===== config.mk =====
export PLATFORM = sky130hd
export DESIGN_NAME = acquire_level_trigger
export DESIGN_NICKNAME = d
export VERILOG_FILES = /design/src/inc/acq_trig_pkg.sv /design/src/core/acquire_level_trigger.sv /design/src/core/band_detector.sv
export SDC_FILE = /design/constraint.sdc
export NUM_CORES = 1
export LEC_CHECK = 0
export ABC_AREA = 1
export BUFFER_PORTS_ARGS = -buffer_cell sky130_fd_sc_hd__buf_4
export CORE_ASPECT_RATIO = 0.9
export CORE_MARGIN = 2
export CORE_UTILIZATION = 24
export CTS_CLUSTER_DIAMETER = 60
export DETAILED_ROUTE_END_ITERATION = 8
export GPL_TIMING_DRIVEN = 0
export SLEW_MARGIN = 30
export SYNTH_ARGS = -nofsm -noshare
export SYNTH_HDL_FRONTEND = slang
export SYNTH_HIERARCHICAL = 1
export SYNTH_SLANG_ARGS = --single-unit

===== constraint.sdc =====
create_clock -name core_clk -period 7.9 [get_ports core_clk]
set_clock_uncertainty 0.05 [all_clocks]
set_input_delay 1.185 -clock core_clk [delete_from_list [all_inputs] [get_ports core_clk]]
set_output_delay 1.185 -clock core_clk [all_outputs]
set_load 0.01 [all_outputs]

===== src/inc/acq_trig_pkg.sv =====
/*
 * constants for the acquisition level trigger: register map, field layout,
 * reset values, slope and source codes, sequence names.
 * assumes a 32-bit axi4-lite register bus and unsigned sample words.
 */
// Summary of operation
// - band limits sit half the hysteresis above and below the trigger level
// - rising trigger needs a sample below lower limit, then one above upper
// - falling trigger needs a sample above upper limit, then one below lower
// - level and hysteresis run zero to maximum, per quantity, reset to zero
// - current level with current band drives internal current triggering
// - voltage level with voltage band drives internal voltage triggering
// - current slope selects rising, falling or either; resets to either
// - voltage slope is independent, same three choices, resets to either
// - with either slope, a qualified crossing in each direction triggers
// - trigger source is bus or internal detector; resets to internal
// - internal source triggers when the waveform crosses with chosen slope
// - bus trigger and group execute trigger act alike, only on bus source
// - sequence one accepts only transient name, sequence two only acquire
// - reading a sequence name register returns its current alias text
// - after each measurement wait again until count of 1 to 100 reached
// - while not initiated all trigger events and commands are ignored
// - each trigger starts a voltage and current measurement into buffer
// - abort cancels any trigger action and returns to idle uninitiated
package acq_trig_pkg;
   localparam int unsigned ADDR_W = 8;
   localparam logic [7:0] OFF_CTRL       = 8'h00;
   localparam logic [7:0] OFF_CONFIG     = 8'h04;
   localparam logic [7:0] OFF_LEVEL_CURR = 8'h08;
   localparam logic [7:0] OFF_HYST_CURR  = 8'h0c;
   localparam logic [7:0] OFF_LEVEL_VOLT = 8'h10;
   localparam logic [7:0] OFF_HYST_VOLT  = 8'h14;
   localparam logic [7:0] OFF_COUNT      = 8'h18;
   localparam logic [7:0] OFF_SEQ1_NAME  = 8'h1c;
   localparam logic [7:0] OFF_ACQ_NAME   = 8'h20;
   localparam logic [7:0] OFF_STATUS     = 8'h24;
   // ctrl bits, write-one pulses
   localparam int unsigned CTRL_INIT  = 0;
   localparam int unsigned CTRL_ABORT = 1;
   localparam int unsigned CTRL_TRG   = 2;
   localparam int unsigned CTRL_GET   = 3;
   // config fields
   localparam int unsigned CFG_SOURCE  = 0;
   localparam int unsigned CFG_FUNC    = 1;
   localparam int unsigned CFG_SLOPE_C = 2;
   localparam int unsigned CFG_SLOPE_V = 4;
   // status fields
   localparam int unsigned STAT_WAIT   = 0;
   localparam int unsigned STAT_NAMERR = 1;
   localparam int unsigned STAT_DONE   = 8;
   typedef enum logic [1:0] {
      SLOPE_EITHER = 2'b00,
      SLOPE_POS    = 2'b01,
      SLOPE_NEG    = 2'b10
   } slope_t;
   typedef enum logic {
      SRC_INTERNAL = 1'b0,
      SRC_BUS      = 1'b1
   } source_t;
   typedef enum logic {
      FUNC_VOLT = 1'b0,
      FUNC_CURR = 1'b1
   } func_t;
   localparam logic [6:0]  COUNT_MIN   = 7'h01;
   localparam logic [6:0]  COUNT_MAX   = 7'h64;
   localparam logic [6:0]  COUNT_RST   = 7'h01;
   localparam logic [31:0] NAME_TRAN   = 32'h5452414e;
   localparam logic [31:0] NAME_ACQ    = 32'h41435120;
   localparam logic [1:0]  measure_sequence_number = 2'h2;
   localparam logic [1:0]  RESP_OKAY   = 2'b00;
   localparam logic [1:0]  RESP_SLVERR = 2'b10;
endpackage


===== src/core/acquire_level_trigger.sv =====
/*
 * measurement acquisition trigger: axi4-lite register file, trigger state,
 * two band detectors, bus trigger handling and sequence naming.
 * assumes one sample clock, samples synchronous to it, host owns settings.
 */
`timescale 1ns/100ps
module acquire_level_trigger #(
   parameter int unsigned      DATA_W    = 16,
   parameter logic [15:0]      LEVEL_MAX = 16'hffff,
   parameter logic [15:0]      HYST_MAX  = 16'hffff
) (
   input  wire logic                            core_clk,
   input  wire logic                            rst,
   input  wire logic                            s_axi_awvalid,
   output logic                                 s_axi_awready,
   input  wire logic [acq_trig_pkg::ADDR_W-1:0] s_axi_awaddr,
   input  wire logic [2:0]                      s_axi_awprot,
   input  wire logic                            s_axi_wvalid,
   output logic                                 s_axi_wready,
   input  wire logic [31:0]                     s_axi_wdata,
   input  wire logic [3:0]                      s_axi_wstrb,
   output logic                                 s_axi_bvalid,
   input  wire logic                            s_axi_bready,
   output logic [1:0]                           s_axi_bresp,
   input  wire logic                            s_axi_arvalid,
   output logic                                 s_axi_arready,
   input  wire logic [acq_trig_pkg::ADDR_W-1:0] s_axi_araddr,
   input  wire logic [2:0]                      s_axi_arprot,
   output logic                                 s_axi_rvalid,
   input  wire logic                            s_axi_rready,
   output logic [31:0]                          s_axi_rdata,
   output logic [1:0]                           s_axi_rresp,
   input  wire logic                            sample_valid,
   input  wire logic [DATA_W-1:0]               volt_sample,
   input  wire logic [DATA_W-1:0]               curr_sample,
   output logic                                 measure_start,
   output logic                                 waiting_for_trigger_flag
);
   import acq_trig_pkg::*;

   typedef enum logic {
      ST_IDLE    = 1'b0,
      ST_WAITING = 1'b1
   } trig_state_t;

   // byte-lane merge of a write into an existing word
   function automatic logic [31:0] merge(input logic [31:0] old_v, input logic [31:0] new_v,
                                         input logic [3:0] strb);
      logic [31:0] res;
      res = old_v;
      for (int i = 0; i < 4; i++) begin
         if (strb[i]) begin
            res[i*8 +: 8] = new_v[i*8 +: 8];
         end
      end
      return res;
   endfunction

   // out-of-range settings saturate rather than wrap
   function automatic logic [DATA_W-1:0] clamp(input logic [31:0] v, input logic [15:0] max_v);
      logic [31:0] lim;
      lim = {16'h0000, max_v};
      if (v > lim) begin
         return DATA_W'(max_v);
      end
      return DATA_W'(v);
   endfunction

   logic                aw_held;
   logic [ADDR_W-1:0]   aw_addr;
   logic                w_held;
   logic [31:0]         w_data;
   logic [3:0]          w_strb;
   logic                do_write;
   logic [31:0]         wr_word;
   logic                wr_ok;
   logic                settings_write;
   logic                ctrl_write;
   logic [DATA_W-1:0]   level_curr;
   logic [DATA_W-1:0]   hyst_curr;
   logic [DATA_W-1:0]   level_volt;
   logic [DATA_W-1:0]   hyst_volt;
   slope_t              slope_curr;
   slope_t              slope_volt;
   source_t             source;
   func_t               func;
   logic [6:0]          count;
   logic [6:0]          done_count;
   logic                name_error;
   trig_state_t         state;
   logic                det_clear;
   logic                fire_curr;
   logic                fire_volt;
   logic                bus_trig;
   logic                event_hit;
   logic [31:0]         rd_word;
   logic                rd_ok;
   logic                seq_write_bad;

   // write address and data are taken independently, in either order
   assign s_axi_awready = !aw_held;
   assign s_axi_wready  = !w_held;
   assign do_write      = aw_held && w_held && !s_axi_bvalid;
   assign wr_word       = w_data;

   always_ff @(posedge core_clk) begin
      if (rst) begin
         aw_held <= 1'b0;
         aw_addr <= '0;
      end else if (s_axi_awvalid && s_axi_awready) begin
         aw_held <= 1'b1;
         aw_addr <= s_axi_awaddr;
      end else if (do_write) begin
         aw_held <= 1'b0;
      end
   end

   always_ff @(posedge core_clk) begin
      if (rst) begin
         w_held <= 1'b0;
         w_data <= '0;
         w_strb <= '0;
      end else if (s_axi_wvalid && s_axi_wready) begin
         w_held <= 1'b1;
         w_data <= s_axi_wdata;
         w_strb <= s_axi_wstrb;
      end else if (do_write) begin
         w_held <= 1'b0;
      end
   end

   always_comb begin
      case (aw_addr)
         OFF_CTRL, OFF_CONFIG, OFF_LEVEL_CURR, OFF_HYST_CURR, OFF_LEVEL_VOLT,
         OFF_HYST_VOLT, OFF_COUNT, OFF_SEQ1_NAME, OFF_ACQ_NAME, OFF_STATUS: wr_ok = 1'b1;
         default: wr_ok = 1'b0;
      endcase
   end

   always_ff @(posedge core_clk) begin
      if (rst) begin
         s_axi_bvalid <= 1'b0;
         s_axi_bresp  <= RESP_OKAY;
      end else if (do_write) begin
         s_axi_bvalid <= 1'b1;
         s_axi_bresp  <= wr_ok ? RESP_OKAY : RESP_SLVERR;
      end else if (s_axi_bready) begin
         s_axi_bvalid <= 1'b0;
      end
   end

   assign ctrl_write = do_write && (aw_addr == OFF_CTRL) && w_strb[0];
   assign settings_write = do_write && (aw_addr == OFF_CONFIG || aw_addr == OFF_LEVEL_CURR ||
                           aw_addr == OFF_HYST_CURR || aw_addr == OFF_LEVEL_VOLT ||
                           aw_addr == OFF_HYST_VOLT);

   always_ff @(posedge core_clk) begin
      if (rst) begin
         level_curr <= '0;
         hyst_curr  <= '0;
         level_volt <= '0;
         hyst_volt  <= '0;
      end else if (do_write) begin
         case (aw_addr)
            OFF_LEVEL_CURR: level_curr <= clamp(merge(32'(level_curr), wr_word, w_strb),
                                                LEVEL_MAX);
            OFF_HYST_CURR: hyst_curr <= clamp(merge(32'(hyst_curr), wr_word, w_strb),
                                              HYST_MAX);
            OFF_LEVEL_VOLT: level_volt <= clamp(merge(32'(level_volt), wr_word, w_strb),
                                                LEVEL_MAX);
            OFF_HYST_VOLT: hyst_volt <= clamp(merge(32'(hyst_volt), wr_word, w_strb),
                                              HYST_MAX);
            default: ;
         endcase
      end
   end

   always_ff @(posedge core_clk) begin
      if (rst) begin
         source     <= SRC_INTERNAL;
         func       <= FUNC_VOLT;
         slope_curr <= SLOPE_EITHER;
         slope_volt <= SLOPE_EITHER;
      end else if (do_write && aw_addr == OFF_CONFIG && w_strb[0]) begin
         source <= source_t'(wr_word[CFG_SOURCE]);
         func   <= func_t'(wr_word[CFG_FUNC]);
         // the unused code is refused and the old slope kept
         if (wr_word[CFG_SLOPE_C +: 2] != 2'b11) begin
            slope_curr <= slope_t'(wr_word[CFG_SLOPE_C +: 2]);
         end
         if (wr_word[CFG_SLOPE_V +: 2] != 2'b11) begin
            slope_volt <= slope_t'(wr_word[CFG_SLOPE_V +: 2]);
         end
      end
   end

   always_ff @(posedge core_clk) begin
      if (rst) begin
         count <= COUNT_RST;
      end else if (do_write && aw_addr == OFF_COUNT && w_strb[0]) begin
         if (wr_word[7:0] < {1'b0, COUNT_MIN}) begin
            count <= COUNT_MIN;
         end else if (wr_word[7:0] > {1'b0, COUNT_MAX}) begin
            count <= COUNT_MAX;
         end else begin
            count <= wr_word[6:0];
         end
      end
   end

   // names are fixed; a full-word write of any other alias is rejected
   assign seq_write_bad = do_write && w_strb == 4'hf &&
                          ((aw_addr == OFF_SEQ1_NAME && wr_word != NAME_TRAN) ||
                           (aw_addr == OFF_ACQ_NAME && wr_word != NAME_ACQ));
   // a new rejection in the clearing cycle wins over the clear
   always_ff @(posedge core_clk) begin
      if (rst) begin
         name_error <= 1'b0;
      end else if (seq_write_bad) begin
         name_error <= 1'b1;
      end else if (do_write && aw_addr == OFF_STATUS && w_strb[0] && wr_word[STAT_NAMERR]) begin
         name_error <= 1'b0;
      end
   end

   // detectors rest while idle so no stale arming survives initiation
   assign det_clear = settings_write || state == ST_IDLE;

   band_detector #(.DATA_W(DATA_W)) u_curr_det (
      .core_clk     (core_clk),
      .rst          (rst),
      .clear        (det_clear),
      .sample_valid (sample_valid),
      .sample       (curr_sample),
      .level        (level_curr),
      .hyst         (hyst_curr),
      .slope        (slope_curr),
      .fire         (fire_curr)
   );

   band_detector #(.DATA_W(DATA_W)) u_volt_det (
      .core_clk     (core_clk),
      .rst          (rst),
      .clear        (det_clear),
      .sample_valid (sample_valid),
      .sample       (volt_sample),
      .level        (level_volt),
      .hyst         (hyst_volt),
      .slope        (slope_volt),
      .fire         (fire_volt)
   );
   assign bus_trig = ctrl_write && (wr_word[CTRL_TRG] || wr_word[CTRL_GET]);
   always_comb begin
      case (source)
         SRC_BUS: event_hit = bus_trig;
         SRC_INTERNAL: event_hit = (func == FUNC_CURR) ? fire_curr : fire_volt;
         default: event_hit = 1'b0;
      endcase
   end

   always_ff @(posedge core_clk) begin
      if (rst) begin
         state      <= ST_IDLE;
         done_count <= '0;
      end else if (ctrl_write && wr_word[CTRL_ABORT]) begin
         state <= ST_IDLE;
      end else begin
         case (state)
            ST_IDLE: begin
               if (ctrl_write && wr_word[CTRL_INIT]) begin
                  state      <= ST_WAITING;
                  done_count <= '0;
               end
            end
            ST_WAITING: begin
               if (event_hit) begin
                  done_count <= done_count + 7'h01;
                  if (done_count + 7'h01 >= count) begin
                     state <= ST_IDLE;
                  end
               end
            end
            default: state <= ST_IDLE;
         endcase
      end
   end

   // abort in the same cycle suppresses the pulse
   always_ff @(posedge core_clk) begin
      if (rst) begin
         measure_start <= 1'b0;
      end else begin
         measure_start <= state == ST_WAITING && event_hit &&
                          !(ctrl_write && wr_word[CTRL_ABORT]);
      end
   end
   assign waiting_for_trigger_flag = state == ST_WAITING;
   always_comb begin
      rd_ok = 1'b1;
      case (s_axi_araddr)
         OFF_CTRL: rd_word = '0;
         OFF_CONFIG: rd_word = 32'({slope_volt, slope_curr, func, source});
         OFF_LEVEL_CURR: rd_word = 32'(level_curr);
         OFF_HYST_CURR: rd_word = 32'(hyst_curr);
         OFF_LEVEL_VOLT: rd_word = 32'(level_volt);
         OFF_HYST_VOLT: rd_word = 32'(hyst_volt);
         OFF_COUNT: rd_word = 32'(count);
         OFF_SEQ1_NAME: rd_word = NAME_TRAN;
         OFF_ACQ_NAME: rd_word = NAME_ACQ;
         OFF_STATUS: begin
            rd_word = '0;
            rd_word[STAT_WAIT] = waiting_for_trigger_flag;
            rd_word[STAT_NAMERR] = name_error;
            rd_word[STAT_DONE +: 7] = done_count;
         end
         default: begin
            rd_word = '0;
            rd_ok   = 1'b0;
         end
      endcase
   end
   assign s_axi_arready = !s_axi_rvalid;
   always_ff @(posedge core_clk) begin
      if (rst) begin
         s_axi_rvalid <= 1'b0;
         s_axi_rdata  <= '0;
         s_axi_rresp  <= RESP_OKAY;
      end else if (s_axi_arvalid && s_axi_arready) begin
         s_axi_rvalid <= 1'b1;
         s_axi_rdata  <= rd_word;
         s_axi_rresp  <= rd_ok ? RESP_OKAY : RESP_SLVERR;
      end else if (s_axi_rready) begin
         s_axi_rvalid <= 1'b0;
      end
   end
endmodule // acquire_level_trigger


===== src/core/band_detector.sv =====
/*
 * hysteresis band crossing detector for one measured quantity.
 * assumes unsigned samples, level and width in the same units.
 */
`timescale 1ns/100ps
module band_detector #(
   parameter int unsigned DATA_W = 16
) (
   input  wire logic                  core_clk,
   input  wire logic                  rst,
   input  wire logic                  clear,
   input  wire logic                  sample_valid,
   input  wire logic [DATA_W-1:0]     sample,
   input  wire logic [DATA_W-1:0]     level,
   input  wire logic [DATA_W-1:0]     hyst,
   input  wire acq_trig_pkg::slope_t  slope,
   output logic                       fire
);
   import acq_trig_pkg::*;
   localparam int unsigned SW = DATA_W + 2;
   logic signed [SW-1:0] upper;
   logic signed [SW-1:0] lower;
   logic signed [SW-1:0] value;
   logic                 below;
   logic                 above;
   logic                 armed_low;
   logic                 armed_high;
   logic                 rise_hit;
   logic                 fall_hit;

   // signed width keeps a negative lower limit from wrapping
   assign upper = $signed({2'b00, level}) + $signed({3'b000, hyst[DATA_W-1:1]});
   assign lower = $signed({2'b00, level}) - $signed({3'b000, hyst[DATA_W-1:1]});
   assign value = $signed({2'b00, sample});
   assign below = value < lower;
   assign above = value > upper;
   assign rise_hit = sample_valid && armed_low && above;
   assign fall_hit = sample_valid && armed_high && below;

   always_ff @(posedge core_clk) begin
      if (rst || clear) begin
         armed_low <= 1'b0;
      end else if (sample_valid) begin
         if (below) begin
            armed_low <= 1'b1;
         end else if (above) begin
            armed_low <= 1'b0;
         end
      end
   end

   always_ff @(posedge core_clk) begin
      if (rst || clear) begin
         armed_high <= 1'b0;
      end else if (sample_valid) begin
         if (above) begin
            armed_high <= 1'b1;
         end else if (below) begin
            armed_high <= 1'b0;
         end
      end
   end

   always_comb begin
      case (slope)
         SLOPE_POS: fire = rise_hit;
         SLOPE_NEG: fire = fall_hit;
         SLOPE_EITHER: fire = rise_hit || fall_hit;
         default: fire = 1'b0;
      endcase
   end
endmodule // band_detector


After elaboration in Yosys (flattened, before gate mapping)
Cells that the tools add are included.

operators by class
  add/subtract/negate cells = 5
  order comparisons = 11
  bitwise operators = 3
  equal/unequal tests = 29
  reduce and logical (&&, ||, !) cells = 70
  muxes and demuxes = 117

operators with widths
  cell                                                                        count
  8-bit two-way mux                                                           58
  31-bit one-hot mux with 9 select lines                                      1
  32-bit by 16-bit > comparator with 1-bit output (second input constant)     4
  16-bit two-way mux                                                          8
  8-bit by 5-bit equality test with 1-bit output (second input constant)      8
  32-bit by 31-bit inequality test with 1-bit output (second input constant)  2
  1-bit two-way mux                                                           39
  17-bit by 18-bit > comparator with 1-bit output                             2
  17-bit by 18-bit < comparator with 1-bit output                             2
  16-bit by 15-bit adder with 17-bit output                                   2
  16-bit by 15-bit subtractor with 17-bit output                              2
  8-bit by 4-bit equality test with 1-bit output (second input constant)      4
  8-bit by 6-bit equality test with 1-bit output (second input constant)      4
  1-bit logical AND                                                           32
  7-bit two-way mux                                                           4
  10-bit OR reduction                                                         2
  8-bit by 3-bit equality test with 1-bit output (second input constant)      2
  8-bit logical NOT                                                           2
  2-bit AND reduction                                                         8
  7-bit one-hot mux with 2 select lines                                       1
  2-bit nonzero test                                                          7
  1-bit logical OR                                                            10
  8-bit by 7-bit > comparator with 1-bit output (second input constant)       1
  8-bit by 1-bit < comparator with 1-bit output (second input constant)       1
  other kinds (15)                                                            29

storage, ports and cells
  register bits = 175

Longest topological paths before layout
  word-level depth = 10
  depth in mapped cells = 33
  gate-level depth less buffers = 32

By module
The synthesis kept the hierarchy.

by module, submodules not included
  module                 area each (sq um)  times used  cells each
  acquire_level_trigger  7,480.9            1           1,104
  band_detector          2,432.3            2           357

Worst setup path after synthesis
Ideal clock, no wire load.

  path type = reg2reg
  start point = reg hyst_volt[3]
  end point = reg done_count[1]
  required time = 7.738 ns
  buffers on the path = 1
  cell stages (with the launch flop) = 30
  arrival time = 3.228 ns
  path slack = 4.509 ns
  period minus slack after synthesis = 3.391 ns
  cell sequence = dfxtp_1 -> inv_1 -> ha_1 -> buf_6 -> inv_2 -> nor2_2 -> a21oi_2 -> a21oi_2 -> inv_2 -> nand2_1 -> nand2_2 -> a21boi_2 -> o21ai_1 -> xor2_1 -> ha_1 -> inv_1 -> nor3_1 -> nand3_1 -> nor3_1 -> nor3_1 -> nand2_1 -> inv_2 -> nand4_1 -> o21ai_1 -> o211ai_1 -> nand2_1 -> nand4_2 -> inv_1 -> nand2_1 -> nand2_1

between the ends
  word-level cells in the longest chain between the ends = 9
  elaborated cells between the ends (all ways) = 12
  those cells by class = 2 x add/sub; 2 x order compare; 1 x eq/ne; 3 x mux; 4 x reduce/logical

RTL lines
  what                                                                                                                       RTL line                                  source
  start: declaration                                                                                                         acquire_level_trigger.sv:82               logic [DATA_W-1:0] hyst_volt;
  start signal: assignment                                                                                                   acquire_level_trigger.sv:171              OFF_HYST_VOLT: hyst_volt <= clamp(merge(32'(hyst_volt), wr_word, w_strb),
  16-bit by 15-bit adder with 17-bit output / 16-bit by 15-bit subtractor with 17-bit output (equally long branches)         band_detector.sv:32, band_detector.sv:33
  17-bit by 18-bit > comparator with 1-bit output / 17-bit by 18-bit < comparator with 1-bit output (equally long branches)  band_detector.sv:36, band_detector.sv:35
  1-bit logical AND (on tied branches)                                                                                       band_detector.sv:37, band_detector.sv:38
  1-bit logical OR                                                                                                           band_detector.sv:68                       SLOPE_EITHER: fire = rise_hit || fall_hit;
  1-bit one-hot mux with 3 select lines (*)                                                                                  band_detector.sv:65                       case (slope)
  net fire_volt                                                                                                              acquire_level_trigger.sv:93               logic fire_volt;
  1-bit two-way mux (*)                                                                                                      acquire_level_trigger.sv:256              SRC_INTERNAL: event_hit = (func == FUNC_CURR) ? fire_curr : fire_volt;
  1-bit one-hot mux with 2 select lines (*)                                                                                  acquire_level_trigger.sv:254              case (source)
  2-bit by 1-bit inequality test with 1-bit output (no line) (*)                                                             --
  3-bit AND reduction (no line) (*)                                                                                          --
  end signal: assignment                                                                                                     acquire_level_trigger.sv:277              done_count <= done_count + 7'h01;
  end: declaration                                                                                                           acquire_level_trigger.sv:88               logic [6:0] done_count;

Mark *: on every way through the listed nets, which the timed path passes. The rest lies on a longest branch.
A chain may end at the register's enable or synchronous reset.

Worst setup path after layout
  start point = reg hyst_curr[3]
  end point = reg done_count[1]

between the ends
  word-level cells in the longest chain between the ends = 9
  elaborated cells between the ends (all ways) = 12
  those cells by class = 2 x add/sub; 2 x order compare; 1 x eq/ne; 3 x mux; 4 x reduce/logical

RTL lines
  what                                                                                                                       RTL line                                  source
  start: declaration                                                                                                         acquire_level_trigger.sv:80               logic [DATA_W-1:0] hyst_curr;
  start signal: assignment                                                                                                   acquire_level_trigger.sv:167              OFF_HYST_CURR: hyst_curr <= clamp(merge(32'(hyst_curr), wr_word, w_strb),
  16-bit by 15-bit adder with 17-bit output / 16-bit by 15-bit subtractor with 17-bit output (equally long branches)         band_detector.sv:32, band_detector.sv:33
  17-bit by 18-bit > comparator with 1-bit output / 17-bit by 18-bit < comparator with 1-bit output (equally long branches)  band_detector.sv:36, band_detector.sv:35
  1-bit logical AND (on tied branches)                                                                                       band_detector.sv:37, band_detector.sv:38
  1-bit logical OR                                                                                                           band_detector.sv:68
  1-bit one-hot mux with 3 select lines (*)                                                                                  band_detector.sv:65
  net fire_curr                                                                                                              acquire_level_trigger.sv:92               logic fire_curr;
  1-bit two-way mux (*)                                                                                                      acquire_level_trigger.sv:256
  1-bit one-hot mux with 2 select lines (*)                                                                                  acquire_level_trigger.sv:254
  2-bit by 1-bit inequality test with 1-bit output (no line) (*)                                                             --
  3-bit AND reduction (no line) (*)                                                                                          --

Marked as above.

==> flow_summary.yaml <==
yosys:
  async_reset_ff_share_pct: 0
  syn-mean-instance-area_um2: 6.79
  yosys-top-cells-count: "nand2_1, inv_1, a21oi_1"
  synth_area_um2: 12300
  synth_warnings: 6
  ys_dominant_reg_cell: "dfxtp_1"
  synth_cell_type_count: 48
  netlist_instances: 1818
  synth_most_common_cell: "nand2_1"
  synth-edff-count: 0
  yosysTopAreaCell: "dfxtp_1"
  ys_ff_latch: 160
  ys_top_cells_by_area: "dfxtp_1, nand2_1, ha_1"
  yosys.area.top_type_share_pct: 25.9
  synth_seq_area_share_pct: 25.9
power:
  vdd_drop_max_v: 0.000142
  p_per_area_nw_per_um2: 134
  cellLeakagePower_nw: 6.56
global_routing:
  grt_use_met2_pct: 24.2
  met3_usage_pct: 1.85
  grt_use_total_pct: 15.0
  grt_pass1_vias: 11600
  grt_pass1_wl_mm: 63.1
  top_usage_layer: "met2"
  overflow: 0
  antenna_found_initial: 0
  grt_max_degree: 17
  met1_usage_pct: 21.5
final_layout:
  area_growth_syn_to_layout_pct: 19.2
  fillCellCount: 5626
  layout-drive-gt1-share_pct: 15.7
  num-nets-final: 2202
  n_antenna_cell: 0
critical_path:
  crit_top_cell: "nand2_1"
  endpoint_kind: "flop"
  critPathArrivalTime_ns: 4.82
  crit_path_max_fanout: 6
  cp_data_required_time_ns: 8.18
  slowest_delay_ns: 0.44
  slowest_stage: "nor3_1"
  start_kind: "flop"
  crit_type: "reg2reg"
detailed_routing:
  drt_wl_total_mm: 40.2
  route.detailed.drc: 0
  num_vias: 12300
  antenna_left: 0
  drt-pass1-iter-count: 8
  viasPerCell: 4.61
  drt_iter0_markers: 1029
  drt-wirelength-per-cell_um: 15.1
placed_design:
  dp_hpwl_mm: 33.5
  post-place-ws_ns: 3.47
  place_congestion: 0.902
  portBuffers: 124
clock_network:
  insertion_delay_ns: 0.44
  clockBufferDepth: 2
  htree_num_levels: 4
  cts.sinks: 160
  root_buffer: "clkbuf_16"
  ctsResizeCount: 0
  path_clk_slew_ns: 0.07
  cts_setup_buffers: 0
  cts_inserted_buffers: 17
  cts_tree: "done"
  cts_hold_buf: 0
floorplan:
  die_h_um: 219
  dieArea_um2: 53300
  num_rows: 78
  pin_count: 141
  core-area_um2: 50700
  initial_core_util_pct: 24.4
  die_w_um: 243
timing:
  layout_min_cycle_time_ns: 4.54
  clock.fmax_mhz: 220
  fin_ws_ns: 3.36
  slew-limit-headroom_pct: 51.4
  timing.final.hold_violations: 0
  setup_viol: 0
  drv_slew: 0
  tns_ns: 0
  tightest_slew_ns: 0.729
  rsz0062_at_grt: "false"
  finalCritPeriodShare_pct: 57.5
min_path:
  hp-class: "reg2reg"
job:
  maxCapViolations: 0
run_status:
  status: "finished clean"
-- final timing paths --
path	from	end	slack, ns	cells after the start
worst max-delay path	hyst_curr[3]	done_count[1]	3.36	31
worst min-delay path	u_curr_det/armed_low	u_curr_det/armed_low	0.41	2
worst max register to register	hyst_curr[3]	done_count[1]	3.36	31
worst min register to register	u_curr_det/armed_low	u_curr_det/armed_low	0.41	2
-- placed cells by master, fill, tap and decap left out, drive strengths merged --
cell type | Yosys | routed
nand2 | 463 | 463
inv | 211 | 216
a21oi | 212 | 212
nor2 | 183 | 183
buf | 49 | 173
dfxtp | 160 | 160
ha | 130 | 130
nand3 | 113 | 113
o21ai | 104 | 104
xor2 | 61 | 61
clkbuf | 29 | 49
nand4 | 26 | 26
nor3 | 22 | 22
conb | 1 | 10
a31oi | 7 | 7
a21o | 6 | 6
a21boi | 6 | 6
o21a | 5 | 5
o31ai | 5 | 5
nand3b | 4 | 4
fa | 4 | 4
clkinv | 0 | 4
or2 | 3 | 3
clkinvlp | 0 | 3
and2 | 2 | 2
o211ai | 2 | 2
clkdlybuf4s15 | 2 | 2
o21bai | 2 | 2
o2111ai | 2 | 2
o31a | 2 | 2
o22ai | 1 | 1
and3 | 1 | 1
-- flip-flops by register name, summed over array words and instances (netlist names), 2 cells and up --
register     flops
level_volt      16
w_strb           4
done_count       7
slope_curr       2
hyst_curr       16
w_data          32
hyst_volt       16
level_curr      16
s_axi_rdata     19
aw_addr          8
slope_volt       2
count            7
-- metal layers --
layer | up-vias | part of all wire, %
met5 | - | 0
met4 | 0 | 1.2
met3 | 34 | 5.8
met2 | 370 | 45
met1 | 5688 | 49
li1 | 6180 | -
-- kinds of logic after synthesis --
logic type	Yosys count	share of synthesized area (%)
other	1	0.0304
buffers and inverters	291	10.5
AO/OA/AOI/OAI	354	16.5
XOR/XNOR	61	4.33
adder cells (fa/ha/maj)	134	13.8
flip-flops	160	25.9
AND/OR/NAND/NOR	817	28.9
-- power by group --
| group | leakage (nW) | internal, mW | switching (mW) | total, mW |
|---|---|---|---|---|
| registers | 1.30 | 0.829 | 0.0225 | 0.851 |
| clock network | 0.261 | 0.419 | 0.380 | 0.799 |
| logic | 5.00 | 0.110 | 0.205 | 0.315 |
| total | 6.56 | 1.36 | 0.607 | 1.96 |
-- cell type report --
class | count | area, um^2 | area share, %
sequential | 160 | 3200 | 21.8
inverter | 211 | 792 | 5.38
clock buffer | 20 | 447 | 3.04
timing repair buffer | 124 | 931 | 6.33
buffer | 80 | 505 | 3.44
multi-input combinational | 1376 | 7880 | 53.6
tap | 680 | 851 | 5.78
clock inverter | 12 | 103 | 0.697
-- worst max-delay path, delay by kind of cell, from the launching register on --
family | cells | cell delay (ns)
and+or+nand+nor | 14 | 1.95
AOI/OAI and AO/OA | 6 | 0.73
buffers and inverters | 8 | 0.59
adders and majority gates | 2 | 0.56
DFF | 1 | 0.39
xor gates and xnor gates | 1 | 0.16
-- per-stage QoR --
step	std cells	utilization [%]	area [um^2]	total power, mW	hold slack, ns
global route	2663	29.0	14700	2.04	0.434
CTS	2663	29.0	14700	1.96	0.414
detailed placement	2631	28.0	14200	1.18	0.403
global placement	2631	28.0	14200	1.17	0.397
finish	2663	29.0	14700	1.96	0.409
floorplan	1827	-	12400	1.05	0.386
Note: power is estimated with default switching activity, not from simulation.
